--- config.mk ---
export PLATFORM = sky130hd
export DESIGN_NAME = scd_ctrl
export DESIGN_NICKNAME = d
export VERILOG_FILES = /design/src/scd_pkg.sv /design/src/scd_pwm_if.sv /design/src/scd_pwm_div.sv /design/src/scd_ctrl.sv
export SDC_FILE = /design/constraint.sdc
export NUM_CORES = 1
export LEC_CHECK = 0
export ABC_AREA = 1
export BUFFER_PORTS_ARGS = -buffer_cell sky130_fd_sc_hd__clkbuf_2
export CAP_MARGIN = 25
export CELL_PAD_IN_SITES_DETAIL_PLACEMENT = 1
export CELL_PAD_IN_SITES_GLOBAL_PLACEMENT = 1
export CORE_ASPECT_RATIO = 1.5
export CORE_MARGIN = 4
export CORE_UTILIZATION = 41
export DETAILED_ROUTE_END_ITERATION = 8
export PLACE_DENSITY = 0.79
export SLEW_MARGIN = 0
export SYNTH_ARGS = -nofsm -noshare
export SYNTH_HDL_FRONTEND = slang
export SYNTH_SLANG_ARGS = --single-unit
--- constraint.sdc ---
create_clock -name clk_sys -period 2 [get_ports clk_sys]
set_input_delay 0.3 -clock clk_sys [delete_from_list [all_inputs] [get_ports clk_sys]]
set_output_delay 0.3 -clock clk_sys [all_outputs]
set_load 0.02 [all_outputs]
--- src/scd_pkg.sv ---
// scd_pkg: shared constants for the clock divider control block
package scd_pkg;
   // ------------------------------------------------------------
   // register byte addresses
   // ------------------------------------------------------------
   localparam logic [11:0] ADDR_RUN_CFG = 12'h060;
   localparam logic [11:0] ADDR_SEC_CFG = 12'h070;
   localparam logic [11:0] ADDR_STATUS = 12'h074;
   localparam logic [11:0] ADDR_GATE_RUN = 12'h100;
   localparam logic [11:0] ADDR_GATE_SLP = 12'h104;
   localparam logic [11:0] ADDR_GATE_DSL = 12'h108;
   // ------------------------------------------------------------
   // run_clock_config layout
   // ------------------------------------------------------------
   localparam logic [31:0] RUN_RESET = 32'h078e3ac0;
   localparam logic [31:0] RUN_WMASK = 32'h0fde3fff;
   localparam int AUTO_GATE_BIT = 27;
   localparam int SYS_DIVISOR_HI = 26;
   localparam int SYS_DIVISOR_LO = 23;
   localparam int DIV_EN_BIT = 22;
   localparam int PWM_EN_BIT = 20;
   localparam int PWM_DIVISOR_HI = 19;
   localparam int PWM_DIVISOR_LO = 17;
   localparam int BYPASS_BIT = 11;
   // ------------------------------------------------------------
   // second_clock_config layout
   // ------------------------------------------------------------
   localparam logic [31:0] SEC_RESET = 32'h07800000;
   localparam logic [31:0] SEC_WMASK = 32'h87800000;
   localparam int SEC_EN_BIT = 31;
   // ------------------------------------------------------------
   // status layout and misc
   // ------------------------------------------------------------
   localparam int ST_DIV_LO = 0;
   localparam int ST_USE_DIV = 4;
   localparam int ST_PLL = 5;
   localparam int ST_MODE_LO = 6;
   localparam int ST_FREQ_LO = 8;
   localparam logic [7:0] PLL_VCO_MHZ = 8'hc8;
   localparam logic [31:0] GATE_RESET = 32'hffffffff;
   localparam logic [2:0] PWM_LOG_MAX = 3'h6;
   typedef enum logic [1:0] {
      SCD_RUN = 2'b00,
      SCD_SLEEP = 2'b01,
      SCD_DEEP = 2'b10
   } scd_mode_e;
endpackage

--- src/scd_pwm_if.sv ---
// scd_pwm_if: settings and tick between control and pwm predivider
`timescale 1ns/1ps
interface scd_pwm_if;
   logic en;
   logic [2:0] code;
   logic tick;
   modport ctrl (output en, output code, input tick);
   modport div (input en, input code, output tick);
endinterface

--- src/scd_pwm_div.sv ---
// scd_pwm_div: power-of-two pwm clock predivider
`timescale 1ns/1ps
module scd_pwm_div (
   input wire logic clk_sys,
   input wire logic rst,
   scd_pwm_if.div pwm
);
   logic [5:0] cnt_q;
   logic tick_q;
   logic [5:0] mask;

   // codes above /32 all saturate at /64
   function automatic logic [2:0] div_log2(input logic [2:0] c);
      div_log2 = (c < 3'h5) ? c + 3'h1 : scd_pkg::PWM_LOG_MAX;
   endfunction

   // ------------------------------------------------------------
   // free counter
   // ------------------------------------------------------------
   // [RULE11] free power-of-two counter
   // a free counter keeps every ratio aligned to the same edges
   always_ff @(posedge clk_sys) begin
      if (rst) begin
         cnt_q <= 6'h00;
      end else begin
         cnt_q <= cnt_q + 6'h01;
      end
   end

   always_comb begin
      mask = 6'((7'h01 << div_log2(pwm.code)) - 7'h01);
   end

   // ------------------------------------------------------------
   // tick output
   // ------------------------------------------------------------
   // [RULE10] divide by selected ratio
   // [RULE12] undivided when disabled
   always_ff @(posedge clk_sys) begin
      if (rst) begin
         tick_q <= 1'b1;
      end else if (pwm.en) begin
         tick_q <= (cnt_q & mask) == mask;
      end else begin
         tick_q <= 1'b1;
      end
   end
   assign pwm.tick = tick_q;

   // ------------------------------------------------------------
   // checks
   // ------------------------------------------------------------
   pwm_undiv_a: assert property (@(posedge clk_sys) disable iff (rst) // [RULE12]
      !$past(pwm.en) |-> tick_q)
      else $error("pwm tick not undivided");
   // looks back so a later code change cannot trip it
   pwm_half_a: assert property (@(posedge clk_sys) disable iff (rst) // [RULE10]
      (pwm.en && pwm.code == 3'h0)[*4] ##0 tick_q |-> !$past(tick_q) && $past(tick_q, 2))
      else $error("pwm divide by two wrong");
endmodule

--- src/scd_ctrl.sv ---
// scd_ctrl: run clock configuration, divisor select and gating control
//
// What this block does
// [RULE1] auto gating set: sleep and deep-sleep use their own gating sets
// [RULE2] run mode uses run gating; sleep too while auto gating clear
// [RULE3] four-bit system divisor at 26:23, reset 0xf, divides pll or osc
// [RULE4] pll source counts as 200 MHz for divisor encodings
// [RULE5] pll in use: divisor below minimum is raised to minimum
// [RULE6] pll unused: programmed divisor applied as written
// [RULE7] divider enable bit selects divider; pll forces divider use
// [RULE8] second config enable takes divisor from second config register
// [RULE9] pwm divider enable at bit 20, reset 0, clocks pwm from divider
// [RULE10] pwm divisor at 19:17, reset 0x7, codes 0-3 give /2../16
// [RULE11] pwm clock is power-of-two division aligned to system edges
// [RULE12] pwm divider disabled: pwm runs on undivided system clock
//
// Register access over APB and the register offsets were chosen for this implementation.
`timescale 1ns/1ps
module scd_ctrl #(
   parameter int GATE_W = 32,
   parameter logic [3:0] MIN_SYS_DIV = 4'h3,
   parameter logic [7:0] OSC_MHZ = 8'h10
) (
   input wire logic clk_sys,
   input wire logic rst,
   input wire logic psel,
   input wire logic penable,
   input wire logic pwrite,
   input wire logic [11:0] paddr,
   input wire logic [31:0] pwdata,
   input wire logic [3:0] pstrb,
   output logic [31:0] prdata,
   output logic pready,
   output logic pslverr,
   input wire logic [1:0] pwr_mode,
   output logic [GATE_W-1:0] periph_clk_en,
   output logic [3:0] sys_div_code,
   output logic sys_use_div,
   output logic pll_src,
   output logic [7:0] src_freq_mhz,
   output logic pwm_clk_en,
   output logic pwm_div_on
);
   // ------------------------------------------------------------
   // declarations
   // ------------------------------------------------------------
   logic [31:0] run_q;
   logic [31:0] sec_q;
   logic [GATE_W-1:0] gate_run_q;
   logic [GATE_W-1:0] gate_slp_q;
   logic [GATE_W-1:0] gate_dsl_q;
   logic [31:0] prdata_q;
   logic [GATE_W-1:0] gate_d;
   logic [GATE_W-1:0] gate_q;
   logic [3:0] div_d;
   logic [3:0] div_q;
   logic use_div_d;
   logic use_div_q;
   logic pll_q;
   logic [7:0] freq_q;
   logic [1:0] mode_q;
   logic wr_acc;
   logic setup;
   logic hit;
   logic pll_used;
   logic auto_gate;
   logic [3:0] prog_div;
   logic [31:0] rd_d;
   logic [31:0] status;
   scd_pwm_if pwm_bus ();

   // byte lanes merged, read-only bits kept at their held value
   function automatic logic [31:0] merge(
      input logic [31:0] old,
      input logic [31:0] wd,
      input logic [3:0] be,
      input logic [31:0] wm
   );
      logic [31:0] lane;
      lane = {{8{be[3]}}, {8{be[2]}}, {8{be[1]}}, {8{be[0]}}} & wm;
      merge = (old & ~lane) | (wd & lane);
   endfunction

   function automatic logic mapped(input logic [11:0] a);
      mapped = (a == scd_pkg::ADDR_RUN_CFG) || (a == scd_pkg::ADDR_SEC_CFG)
         || (a == scd_pkg::ADDR_STATUS) || (a == scd_pkg::ADDR_GATE_RUN)
         || (a == scd_pkg::ADDR_GATE_SLP) || (a == scd_pkg::ADDR_GATE_DSL);
   endfunction

   // ------------------------------------------------------------
   // apb decode
   // ------------------------------------------------------------
   // zero wait states: read data is captured in the setup cycle
   assign setup = psel && !penable;
   assign hit = mapped(paddr);
   assign wr_acc = psel && penable && pwrite && hit;
   assign pready = 1'b1;
   assign pslverr = psel && penable && !hit;
   assign prdata = prdata_q;

   // ------------------------------------------------------------
   // configuration registers
   // ------------------------------------------------------------
   // [RULE3] divisor field resets to 0xf
   // [RULE9] pwm enable resets clear
   always_ff @(posedge clk_sys) begin
      if (rst) begin
         run_q <= scd_pkg::RUN_RESET;
      end else if (wr_acc && paddr == scd_pkg::ADDR_RUN_CFG) begin
         run_q <= merge(run_q, pwdata, pstrb, scd_pkg::RUN_WMASK);
      end
   end

   // [RULE8] second config register storage
   always_ff @(posedge clk_sys) begin
      if (rst) begin
         sec_q <= scd_pkg::SEC_RESET;
      end else if (wr_acc && paddr == scd_pkg::ADDR_SEC_CFG) begin
         sec_q <= merge(sec_q, pwdata, pstrb, scd_pkg::SEC_WMASK);
      end
   end

   always_ff @(posedge clk_sys) begin
      if (rst) begin
         gate_run_q <= GATE_W'(scd_pkg::GATE_RESET);
         gate_slp_q <= GATE_W'(scd_pkg::GATE_RESET);
         gate_dsl_q <= GATE_W'(scd_pkg::GATE_RESET);
      end else if (wr_acc) begin
         if (paddr == scd_pkg::ADDR_GATE_RUN) begin
            gate_run_q <= GATE_W'(merge(32'(gate_run_q), pwdata, pstrb, '1));
         end
         if (paddr == scd_pkg::ADDR_GATE_SLP) begin
            gate_slp_q <= GATE_W'(merge(32'(gate_slp_q), pwdata, pstrb, '1));
         end
         if (paddr == scd_pkg::ADDR_GATE_DSL) begin
            gate_dsl_q <= GATE_W'(merge(32'(gate_dsl_q), pwdata, pstrb, '1));
         end
      end
   end

   // ------------------------------------------------------------
   // read path
   // ------------------------------------------------------------
   always_comb begin
      status = 32'h00000000;
      status[scd_pkg::ST_DIV_LO +: 4] = div_q;
      status[scd_pkg::ST_USE_DIV] = use_div_q;
      status[scd_pkg::ST_PLL] = pll_q;
      status[scd_pkg::ST_MODE_LO +: 2] = mode_q;
      status[scd_pkg::ST_FREQ_LO +: 8] = freq_q;
   end

   always_comb begin
      unique case (paddr)
         scd_pkg::ADDR_RUN_CFG: rd_d = run_q;
         scd_pkg::ADDR_SEC_CFG: rd_d = sec_q;
         scd_pkg::ADDR_STATUS: rd_d = status;
         scd_pkg::ADDR_GATE_RUN: rd_d = 32'(gate_run_q);
         scd_pkg::ADDR_GATE_SLP: rd_d = 32'(gate_slp_q);
         scd_pkg::ADDR_GATE_DSL: rd_d = 32'(gate_dsl_q);
         default: rd_d = 32'h00000000;
      endcase
   end

   always_ff @(posedge clk_sys) begin
      if (rst) begin
         prdata_q <= 32'h00000000;
      end else if (setup && !pwrite) begin
         prdata_q <= rd_d;
      end
   end

   // ------------------------------------------------------------
   // peripheral gating select
   // ------------------------------------------------------------
   assign auto_gate = run_q[scd_pkg::AUTO_GATE_BIT];

   always_comb begin
      gate_d = gate_run_q;
      if (auto_gate) begin
         // [RULE1] sleep sets used when auto gating
         if (pwr_mode == scd_pkg::SCD_SLEEP) begin
            gate_d = gate_slp_q;
         end else if (pwr_mode == scd_pkg::SCD_DEEP) begin
            gate_d = gate_dsl_q;
         end
      end
   end

   // [RULE2] run set otherwise, registered
   always_ff @(posedge clk_sys) begin
      if (rst) begin
         gate_q <= GATE_W'(scd_pkg::GATE_RESET);
         mode_q <= scd_pkg::SCD_RUN;
      end else begin
         gate_q <= gate_d;
         mode_q <= pwr_mode;
      end
   end
   assign periph_clk_en = gate_q;

   // ------------------------------------------------------------
   // system divisor select
   // ------------------------------------------------------------
   // bypass clear means the pll drives the divider
   assign pll_used = !run_q[scd_pkg::BYPASS_BIT];

   // [RULE8] second config overrides divisor
   assign prog_div = sec_q[scd_pkg::SEC_EN_BIT]
      ? sec_q[scd_pkg::SYS_DIVISOR_HI:scd_pkg::SYS_DIVISOR_LO]
      : run_q[scd_pkg::SYS_DIVISOR_HI:scd_pkg::SYS_DIVISOR_LO];

   always_comb begin
      // [RULE5] clamp to minimum with pll
      // [RULE6] raw divisor without pll
      if (pll_used && prog_div < MIN_SYS_DIV) begin
         div_d = MIN_SYS_DIV;
      end else begin
         div_d = prog_div;
      end
      // [RULE7] pll forces the divider
      use_div_d = run_q[scd_pkg::DIV_EN_BIT] || pll_used;
   end

   always_ff @(posedge clk_sys) begin
      if (rst) begin
         div_q <= scd_pkg::RUN_RESET[scd_pkg::SYS_DIVISOR_HI:scd_pkg::SYS_DIVISOR_LO];
         use_div_q <= 1'b0;
         pll_q <= 1'b0;
         freq_q <= OSC_MHZ;
      end else begin
         div_q <= div_d;
         use_div_q <= use_div_d;
         pll_q <= pll_used;
         // [RULE4] pll source taken as 200 MHz
         freq_q <= pll_used ? scd_pkg::PLL_VCO_MHZ : OSC_MHZ;
      end
   end
   assign sys_div_code = div_q;
   assign sys_use_div = use_div_q;
   assign pll_src = pll_q;
   assign src_freq_mhz = freq_q;

   // ------------------------------------------------------------
   // pwm predivider
   // ------------------------------------------------------------
   // [RULE9] enable and code feed predivider
   assign pwm_bus.en = run_q[scd_pkg::PWM_EN_BIT];
   assign pwm_bus.code = run_q[scd_pkg::PWM_DIVISOR_HI:scd_pkg::PWM_DIVISOR_LO];
   assign pwm_clk_en = pwm_bus.tick;
   assign pwm_div_on = run_q[scd_pkg::PWM_EN_BIT];

   scd_pwm_div u_pwm (
      .clk_sys(clk_sys),
      .rst(rst),
      .pwm(pwm_bus.div)
   );

   // ------------------------------------------------------------
   // checks
   // ------------------------------------------------------------
   gate_sleep_a: assert property (@(posedge clk_sys) disable iff (rst) // [RULE1]
      auto_gate && pwr_mode == scd_pkg::SCD_SLEEP |=> gate_q == $past(gate_slp_q))
      else $error("sleep gating set not used");
   gate_deep_a: assert property (@(posedge clk_sys) disable iff (rst) // [RULE1]
      auto_gate && pwr_mode == scd_pkg::SCD_DEEP |=> gate_q == $past(gate_dsl_q))
      else $error("deep-sleep gating set not used");
   gate_run_a: assert property (@(posedge clk_sys) disable iff (rst) // [RULE2]
      pwr_mode == scd_pkg::SCD_RUN || !auto_gate |=> gate_q == $past(gate_run_q))
      else $error("run gating set not used");
   sys_divisor_reset_a: assert property (@(posedge clk_sys) // [RULE3]
      rst |=> run_q[scd_pkg::SYS_DIVISOR_HI:scd_pkg::SYS_DIVISOR_LO] == 4'hf)
      else $error("divisor reset value wrong");
   pll_freq_a: assert property (@(posedge clk_sys) disable iff (rst) // [RULE4]
      pll_used ##1 pll_used |-> freq_q == 8'hc8)
      else $error("pll frequency not 200");
   div_clamp_a: assert property (@(posedge clk_sys) disable iff (rst) // [RULE5]
      pll_used && prog_div < MIN_SYS_DIV |=> div_q == MIN_SYS_DIV)
      else $error("divisor not clamped");
   div_raw_a: assert property (@(posedge clk_sys) disable iff (rst) // [RULE6]
      !pll_used |=> div_q == $past(prog_div))
      else $error("divisor altered without pll");
   div_force_a: assert property (@(posedge clk_sys) disable iff (rst) // [RULE7]
      pll_used |=> use_div_q)
      else $error("divider not forced with pll");
   sec_select_a: assert property (@(posedge clk_sys) disable iff (rst) // [RULE8]
      sec_q[scd_pkg::SEC_EN_BIT] && !pll_used
      |=> div_q == $past(sec_q[scd_pkg::SYS_DIVISOR_HI:scd_pkg::SYS_DIVISOR_LO]))
      else $error("second divisor not used");
   pwm_reset_a: assert property (@(posedge clk_sys) // [RULE9]
      rst |=> !run_q[scd_pkg::PWM_EN_BIT]
         && run_q[scd_pkg::PWM_DIVISOR_HI:scd_pkg::PWM_DIVISOR_LO] == 3'h7)
      else $error("pwm fields reset wrong");
   pwm_div4_a: assert property (@(posedge clk_sys) disable iff (rst) // [RULE10]
      (pwm_bus.en && pwm_bus.code == 3'h1)[*8] ##0 pwm_clk_en
      |-> !$past(pwm_clk_en) && !$past(pwm_clk_en, 2) && !$past(pwm_clk_en, 3)
         && $past(pwm_clk_en, 4))
      else $error("pwm divide by four wrong");
   unmapped_err_a: assert property (@(posedge clk_sys) disable iff (rst)
      psel && penable && !hit |-> pslverr && pready)
      else $error("unmapped access not refused");

   // ------------------------------------------------------------
   // checks: register bus and remaining divisor cases
   // ------------------------------------------------------------
   // a refused write must not leak into the run or second config register
   wr_refuse_a: assert property (@(posedge clk_sys) disable iff (rst)
      psel && penable && pwrite && !hit |=> $stable(run_q) && $stable(sec_q))
      else $error("refused write changed a register");
   mapped_ok_a: assert property (@(posedge clk_sys) disable iff (rst)
      psel && penable && hit |-> !pslverr && pready)
      else $error("mapped access refused");
   // read data is only loaded in a read setup cycle
   rd_hold_a: assert property (@(posedge clk_sys) disable iff (rst)
      !(setup && !pwrite) |=> $stable(prdata))
      else $error("read data changed outside setup");
   ro_bits_a: assert property (@(posedge clk_sys) disable iff (rst)
      (run_q & ~scd_pkg::RUN_WMASK) == 32'h00000000
         && (sec_q & ~scd_pkg::SEC_WMASK) == 32'h00000000)
      else $error("read-only bits not zero");
   gate_idle_a: assert property (@(posedge clk_sys) disable iff (rst) // [RULE2]
      auto_gate && pwr_mode == 2'b11 |=> gate_q == $past(gate_run_q))
      else $error("unused mode code not on run gating");
   div_plain_a: assert property (@(posedge clk_sys) disable iff (rst) // [RULE7]
      !pll_used |=> use_div_q == $past(run_q[scd_pkg::DIV_EN_BIT]))
      else $error("divider enable bit not followed");
   osc_freq_a: assert property (@(posedge clk_sys) disable iff (rst) // [RULE4]
      !pll_used ##1 !pll_used |-> freq_q == OSC_MHZ)
      else $error("oscillator frequency wrong");

   // ------------------------------------------------------------
   // coverage
   // ------------------------------------------------------------
   clamp_seen_c: cover property (@(posedge clk_sys) disable iff (rst)
      pll_used && prog_div < MIN_SYS_DIV);
   sec_seen_c: cover property (@(posedge clk_sys) disable iff (rst)
      sec_q[scd_pkg::SEC_EN_BIT]);
   deep_seen_c: cover property (@(posedge clk_sys) disable iff (rst)
      auto_gate && pwr_mode == scd_pkg::SCD_DEEP);
   pwm_on_c: cover property (@(posedge clk_sys) disable iff (rst)
      pwm_bus.en && pwm_clk_en);
   strobe_part_c: cover property (@(posedge clk_sys) disable iff (rst)
      wr_acc && pstrb != 4'hf);
endmodule

# Word level (Yosys, flattened, before mapping)
# Cells that the tools add are included.
# totals
register_bits	247
in_bits	55
word_cells	80
# op_classes
add_sub_neg	3
n_lt_le_gt_ge	2
eq_ne	9
n_shift	1
n_mux	8
bitwise	18
n_reduce_logical	24
# op_table
op	count
$and 32x32->32	7
$pmux 32 s6	1
$or 32x32->32	5
$mux 32	3
$not 32->32	2
$eq 12x7->1 const B	3
$eq 12x9->1 const B	3
$and 32x28->32	1
$not 28->32	1
$logic_and 1x1->1	9
$mux 4	2
$mux 8	1
$add 6x1->6 const B	1
$and 6x6->6	1
$eq 6x6->1	1
$logic_or 1x1->1	6
$reduce_and 2->1	3
$shl 1x3->6 const A	1
$sub 6x1->6 const B	1
$logic_not 1->1	4
$lt 4x2->1 const B	1
$reduce_or 2->1	2
$add 3x1->3 const B	1
$lt 3x3->1 const B	1
other kinds (4)	4

# Logic depth before layout (Yosys ltp)
# depth
depth_word	8
depth_mapped	14
depth_no_buf	14

# Hierarchy
# From an unflattened synthesis, not the netlist that was laid out.
# unflattened
hier_cells	1308
hier_area_um2	9475.3
# modules_own_cells
module	instances	cells_per_inst	area_per_inst_um2	seq_area_each_um2
scd_ctrl	1	1229	8987.4	3963.8
scd_pwm_div	1	79	488.0	140.1

# Least setup slack after synthesis
# No wires, ideal clock.
# synth_timing
kind	register to register
from	register (tool-made name)
to	register u_pwm.tick_q (netlist: u_pwm.pwm.tick)
arrival_time_ns	1.658
setup_slack_ns	0.228
stages_incl_launch_ff	10
cell_sequence	dfxtp_1 > ha_1 > o21ai_0 > nand2_1 > ha_1 > a21boi_0 > nand4_1 > nand3_1 > nand4_1 > nand2_1
# synth_lines
element	line_no	source
to (signal assigned)	scd_pwm_div.sv:43	tick_q <= (cnt_q & mask) == mask;
to (decl)	scd_pwm_div.sv:9	logic tick_q;

==> metrics.csv <==
metric,value,unit
HP Class,input port to register,
Ports,137,
synth top area cells,"dfxtp_1 (42%), nand2_1 (15%), nand3_1 (14%)",
CP Max Fanout,5,
hold slack,89.3,ps
H-Tree Depth,1,
critical path arrival,2360,ps
DR WL/cell,19.9,um
CTS root buf,clkbuf_16,
main combinational cell family by area after synthesis,simple AND/OR/NAND/NOR gates,
detailed-route vias per instance,5.68,
P_leak,5.78,nW
critical path class,register to register,
startpoint class of the critical path,register,
Post-synth top flop,dfxtp_1,
most frequent CP cell,nand2_1,
"Cell Area, Placed",0.0109,mm2
Finished Layout Cells,1828,
fraction of layout cells with a size suffix above 1,19.0,%
vias in the first global route,10600,
global route overflow,0,
WL final,36300,um
highest achievable clock rate,525,MHz
CTS Buf Count,22,
synthesized area per cell,7.07,um2
Tmin final,1900,ps
status,finished clean,
first-pass GRT wire length,56800,um
1st-pass router iterations,5,
Compound-Gate Fraction of Synth Area,6.35,%
Synth Cell Area,0.00974,mm2
clock buffer depth,3,
Worst Tran Pin Value,511,ps
final total power,0.00896,W
row cnt,68,
# diodes,0,
clock-pin slew on the worst setup and hold paths,70,ps
crit-path cells,buf_4 -> nand2_1 -> nand2_1 -> nand2_1 -> inv_1 -> nand2_1 -> ha_1 -> a21boi_2 -> nand2_1 -> o21ai_0 -> nand3_1 -> nand4_1 -> nand2_1,
Critical Path End Type,register,
Worst slew margin,66.0,%
YS warnings,0,
Yosys top cell area share,42.1,%
RD Place Congestion,0.885,
Worst-Skew Late Latency,510,ps
Mapped Cells,1378,
RSZ-0062 raised after global routing,yes,
vias,10400,
IO buf count,131,
leading area contributor after synthesis,dfxtp_1,
Post-Synth Adder-Cell Area,0.385,%
HPWL Detailed,24800,um
Pins Over Slew Limit,0,
final hold viol count,0,
Yosys cell types,38,
slowest CP cell,dfxtp_1,
core area,0.0232,mm2
Starting DRT DRC Count,716,
Filler Cell Count,3023,
Final ANT Viol Nets,0,
DP Cell Count,1783,
Simple-Gate Fraction of Synth Area,42.1,%
number of flops mapped to enable cells by yosys,0,
Post-Layout Inst Area,0.0118,mm2
CTS tree,yes,
sequential-to-total area share from yosys stat,42.1,%
Die Y,197,um
Required @ worst endpoint,2460,ps
Initial Util,41.9,%
Synth Area in XOR/XNOR,0,%
drt drc,0,
largest net degree at the start of global routing,92,
post-synthesis register bit count,205,
crit share post-route,95.2,%
clock skew,8.27,ps
Post-synth ARST share,0,%
mux cell area share after synthesis,0.206,%
highest cell delay on the worst timing path,420,ps
gr usage total,26.7,%
Die Area,0.0263,mm2
CTS sink count,205,
nets@finish,1555,
die width,134,um
Cell Pwr Density,760,mW/mm2
number of antenna violations at the first check in global routing,0,
Layout area overhead,21.1,%
maximum vdd drop,0.625,mV
final setup fails,0,
Max Cap Viol,0,
-- final timing paths --
kind               from             end  slack, ps  depth (start not counted)
max reg2reg    register  u_pwm.pwm.tick        100                         13
min          pwdata[21]        register         90                          3
max            register  u_pwm.pwm.tick        100                         13
min reg2reg   prdata[7]       prdata[7]        460                          2
-- layout by cell type, fill, tap and decap left out, types with 9 or more instances in the layout --
| cell | netlist | routed |
|---|---|---|
| inv_1 | 83 | 82 |
| a21oi_1 | 38 | 37 |
| nand3_1 | 282 | 281 |
| nand2_1 | 400 | 398 |
| clkbuf_16 | 0 | 23 |
| nand4_1 | 83 | 83 |
| o211ai_1 | 37 | 37 |
| clkbuf_2 | 1 | 131 |
| buf_4 | 11 | 54 |
| nor2_1 | 57 | 55 |
| buf_12 | 0 | 13 |
| dfxtp_1 | 205 | 205 |
| o21ai_0 | 24 | 23 |
| nand4_4 | 9 | 9 |
-- synth_stat cells (all sizes together), types with 3 or more instances --
cell type	count
buf	40
nand4	95
inv	91
clkbuf	66
dfxtp	205
o21ai	24
o211ai	37
ha	3
nand2	405
clkinv	3
nor3	7
a21oi	38
nand3	284
nor2	66
-- where the power goes --
part | total, W | switching (W) | internal (W)
Combinational | 0.000497 | 0.000367 | 0.000130
Clock | 0.00437 | 0.00175 | 0.00262
Sequential | 0.00410 | 0.00000696 | 0.00409
-- routing by layer --
metal	wire length, um	vias to the layer above	global-route usage [%]	share of wire (%)
met2	18700	350	48.4	51
met3	1880	81	2.78	5.2
li1	-	4860	-	-
met4	1170	0	9.49	3.2
met1	14600	5101	32.7	40
met5	0	-	0	0
-- stage by stage --
| stage | setup slack [ps] | utilization (%) | TNS, ps |
|---|---|---|---|
| 2_1_floorplan | 228 | - | 0 |
| 3_3_place_gp | 108 | 47.1 | 0 |
| 3_5_place_dp | 1.96 | 47.1 | 0 |
| 4_1_cts | 59.9 | 50.5 | 0 |
| 5_1_grt | -55.7 | 50.8 | -63.0 |
| 6_report | 96.9 | 50.8 | 0 |
-- cell families after synthesis --
kind of cell               count (synthesis)
muxes                                      2
and+or+nand+nor                          863
buffers and inverters                    200
other                                      2
adders and majority gates                  3
DFF                                      205
AOI/OAI and AO/OA                        103
-- cell type report --
cell class	instances	area, um2	area share (%)
sequential	205	4100	34.8
timing repair buffer	198	1320	11.2
clock buffer	34	687	5.83
clock inverter	6	85.1	0.722
inverter	94	358	3.04
tap	315	394	3.34
multi-input combinational	976	4840	41.1
-- timing repair --
item                                    CTS  global route
gates resized for setup                   0            11
buffers inserted                          0             5
endpoints found under the setup margin    0             2
hold buffers                              0             0
-- critical path, delay by kind of cell, from the launching register on --
| kind | cells | cell delay (ps) |
|---|---|---|
| buffers and inverters | 2 | 240 |
| AOI/OAI and AO/OA | 2 | 250 |
| and+or+nand+nor | 8 | 700 |
| adders and majority gates | 1 | 210 |
| DFF | 1 | 420 |
(Power assumes the default switching activity.)
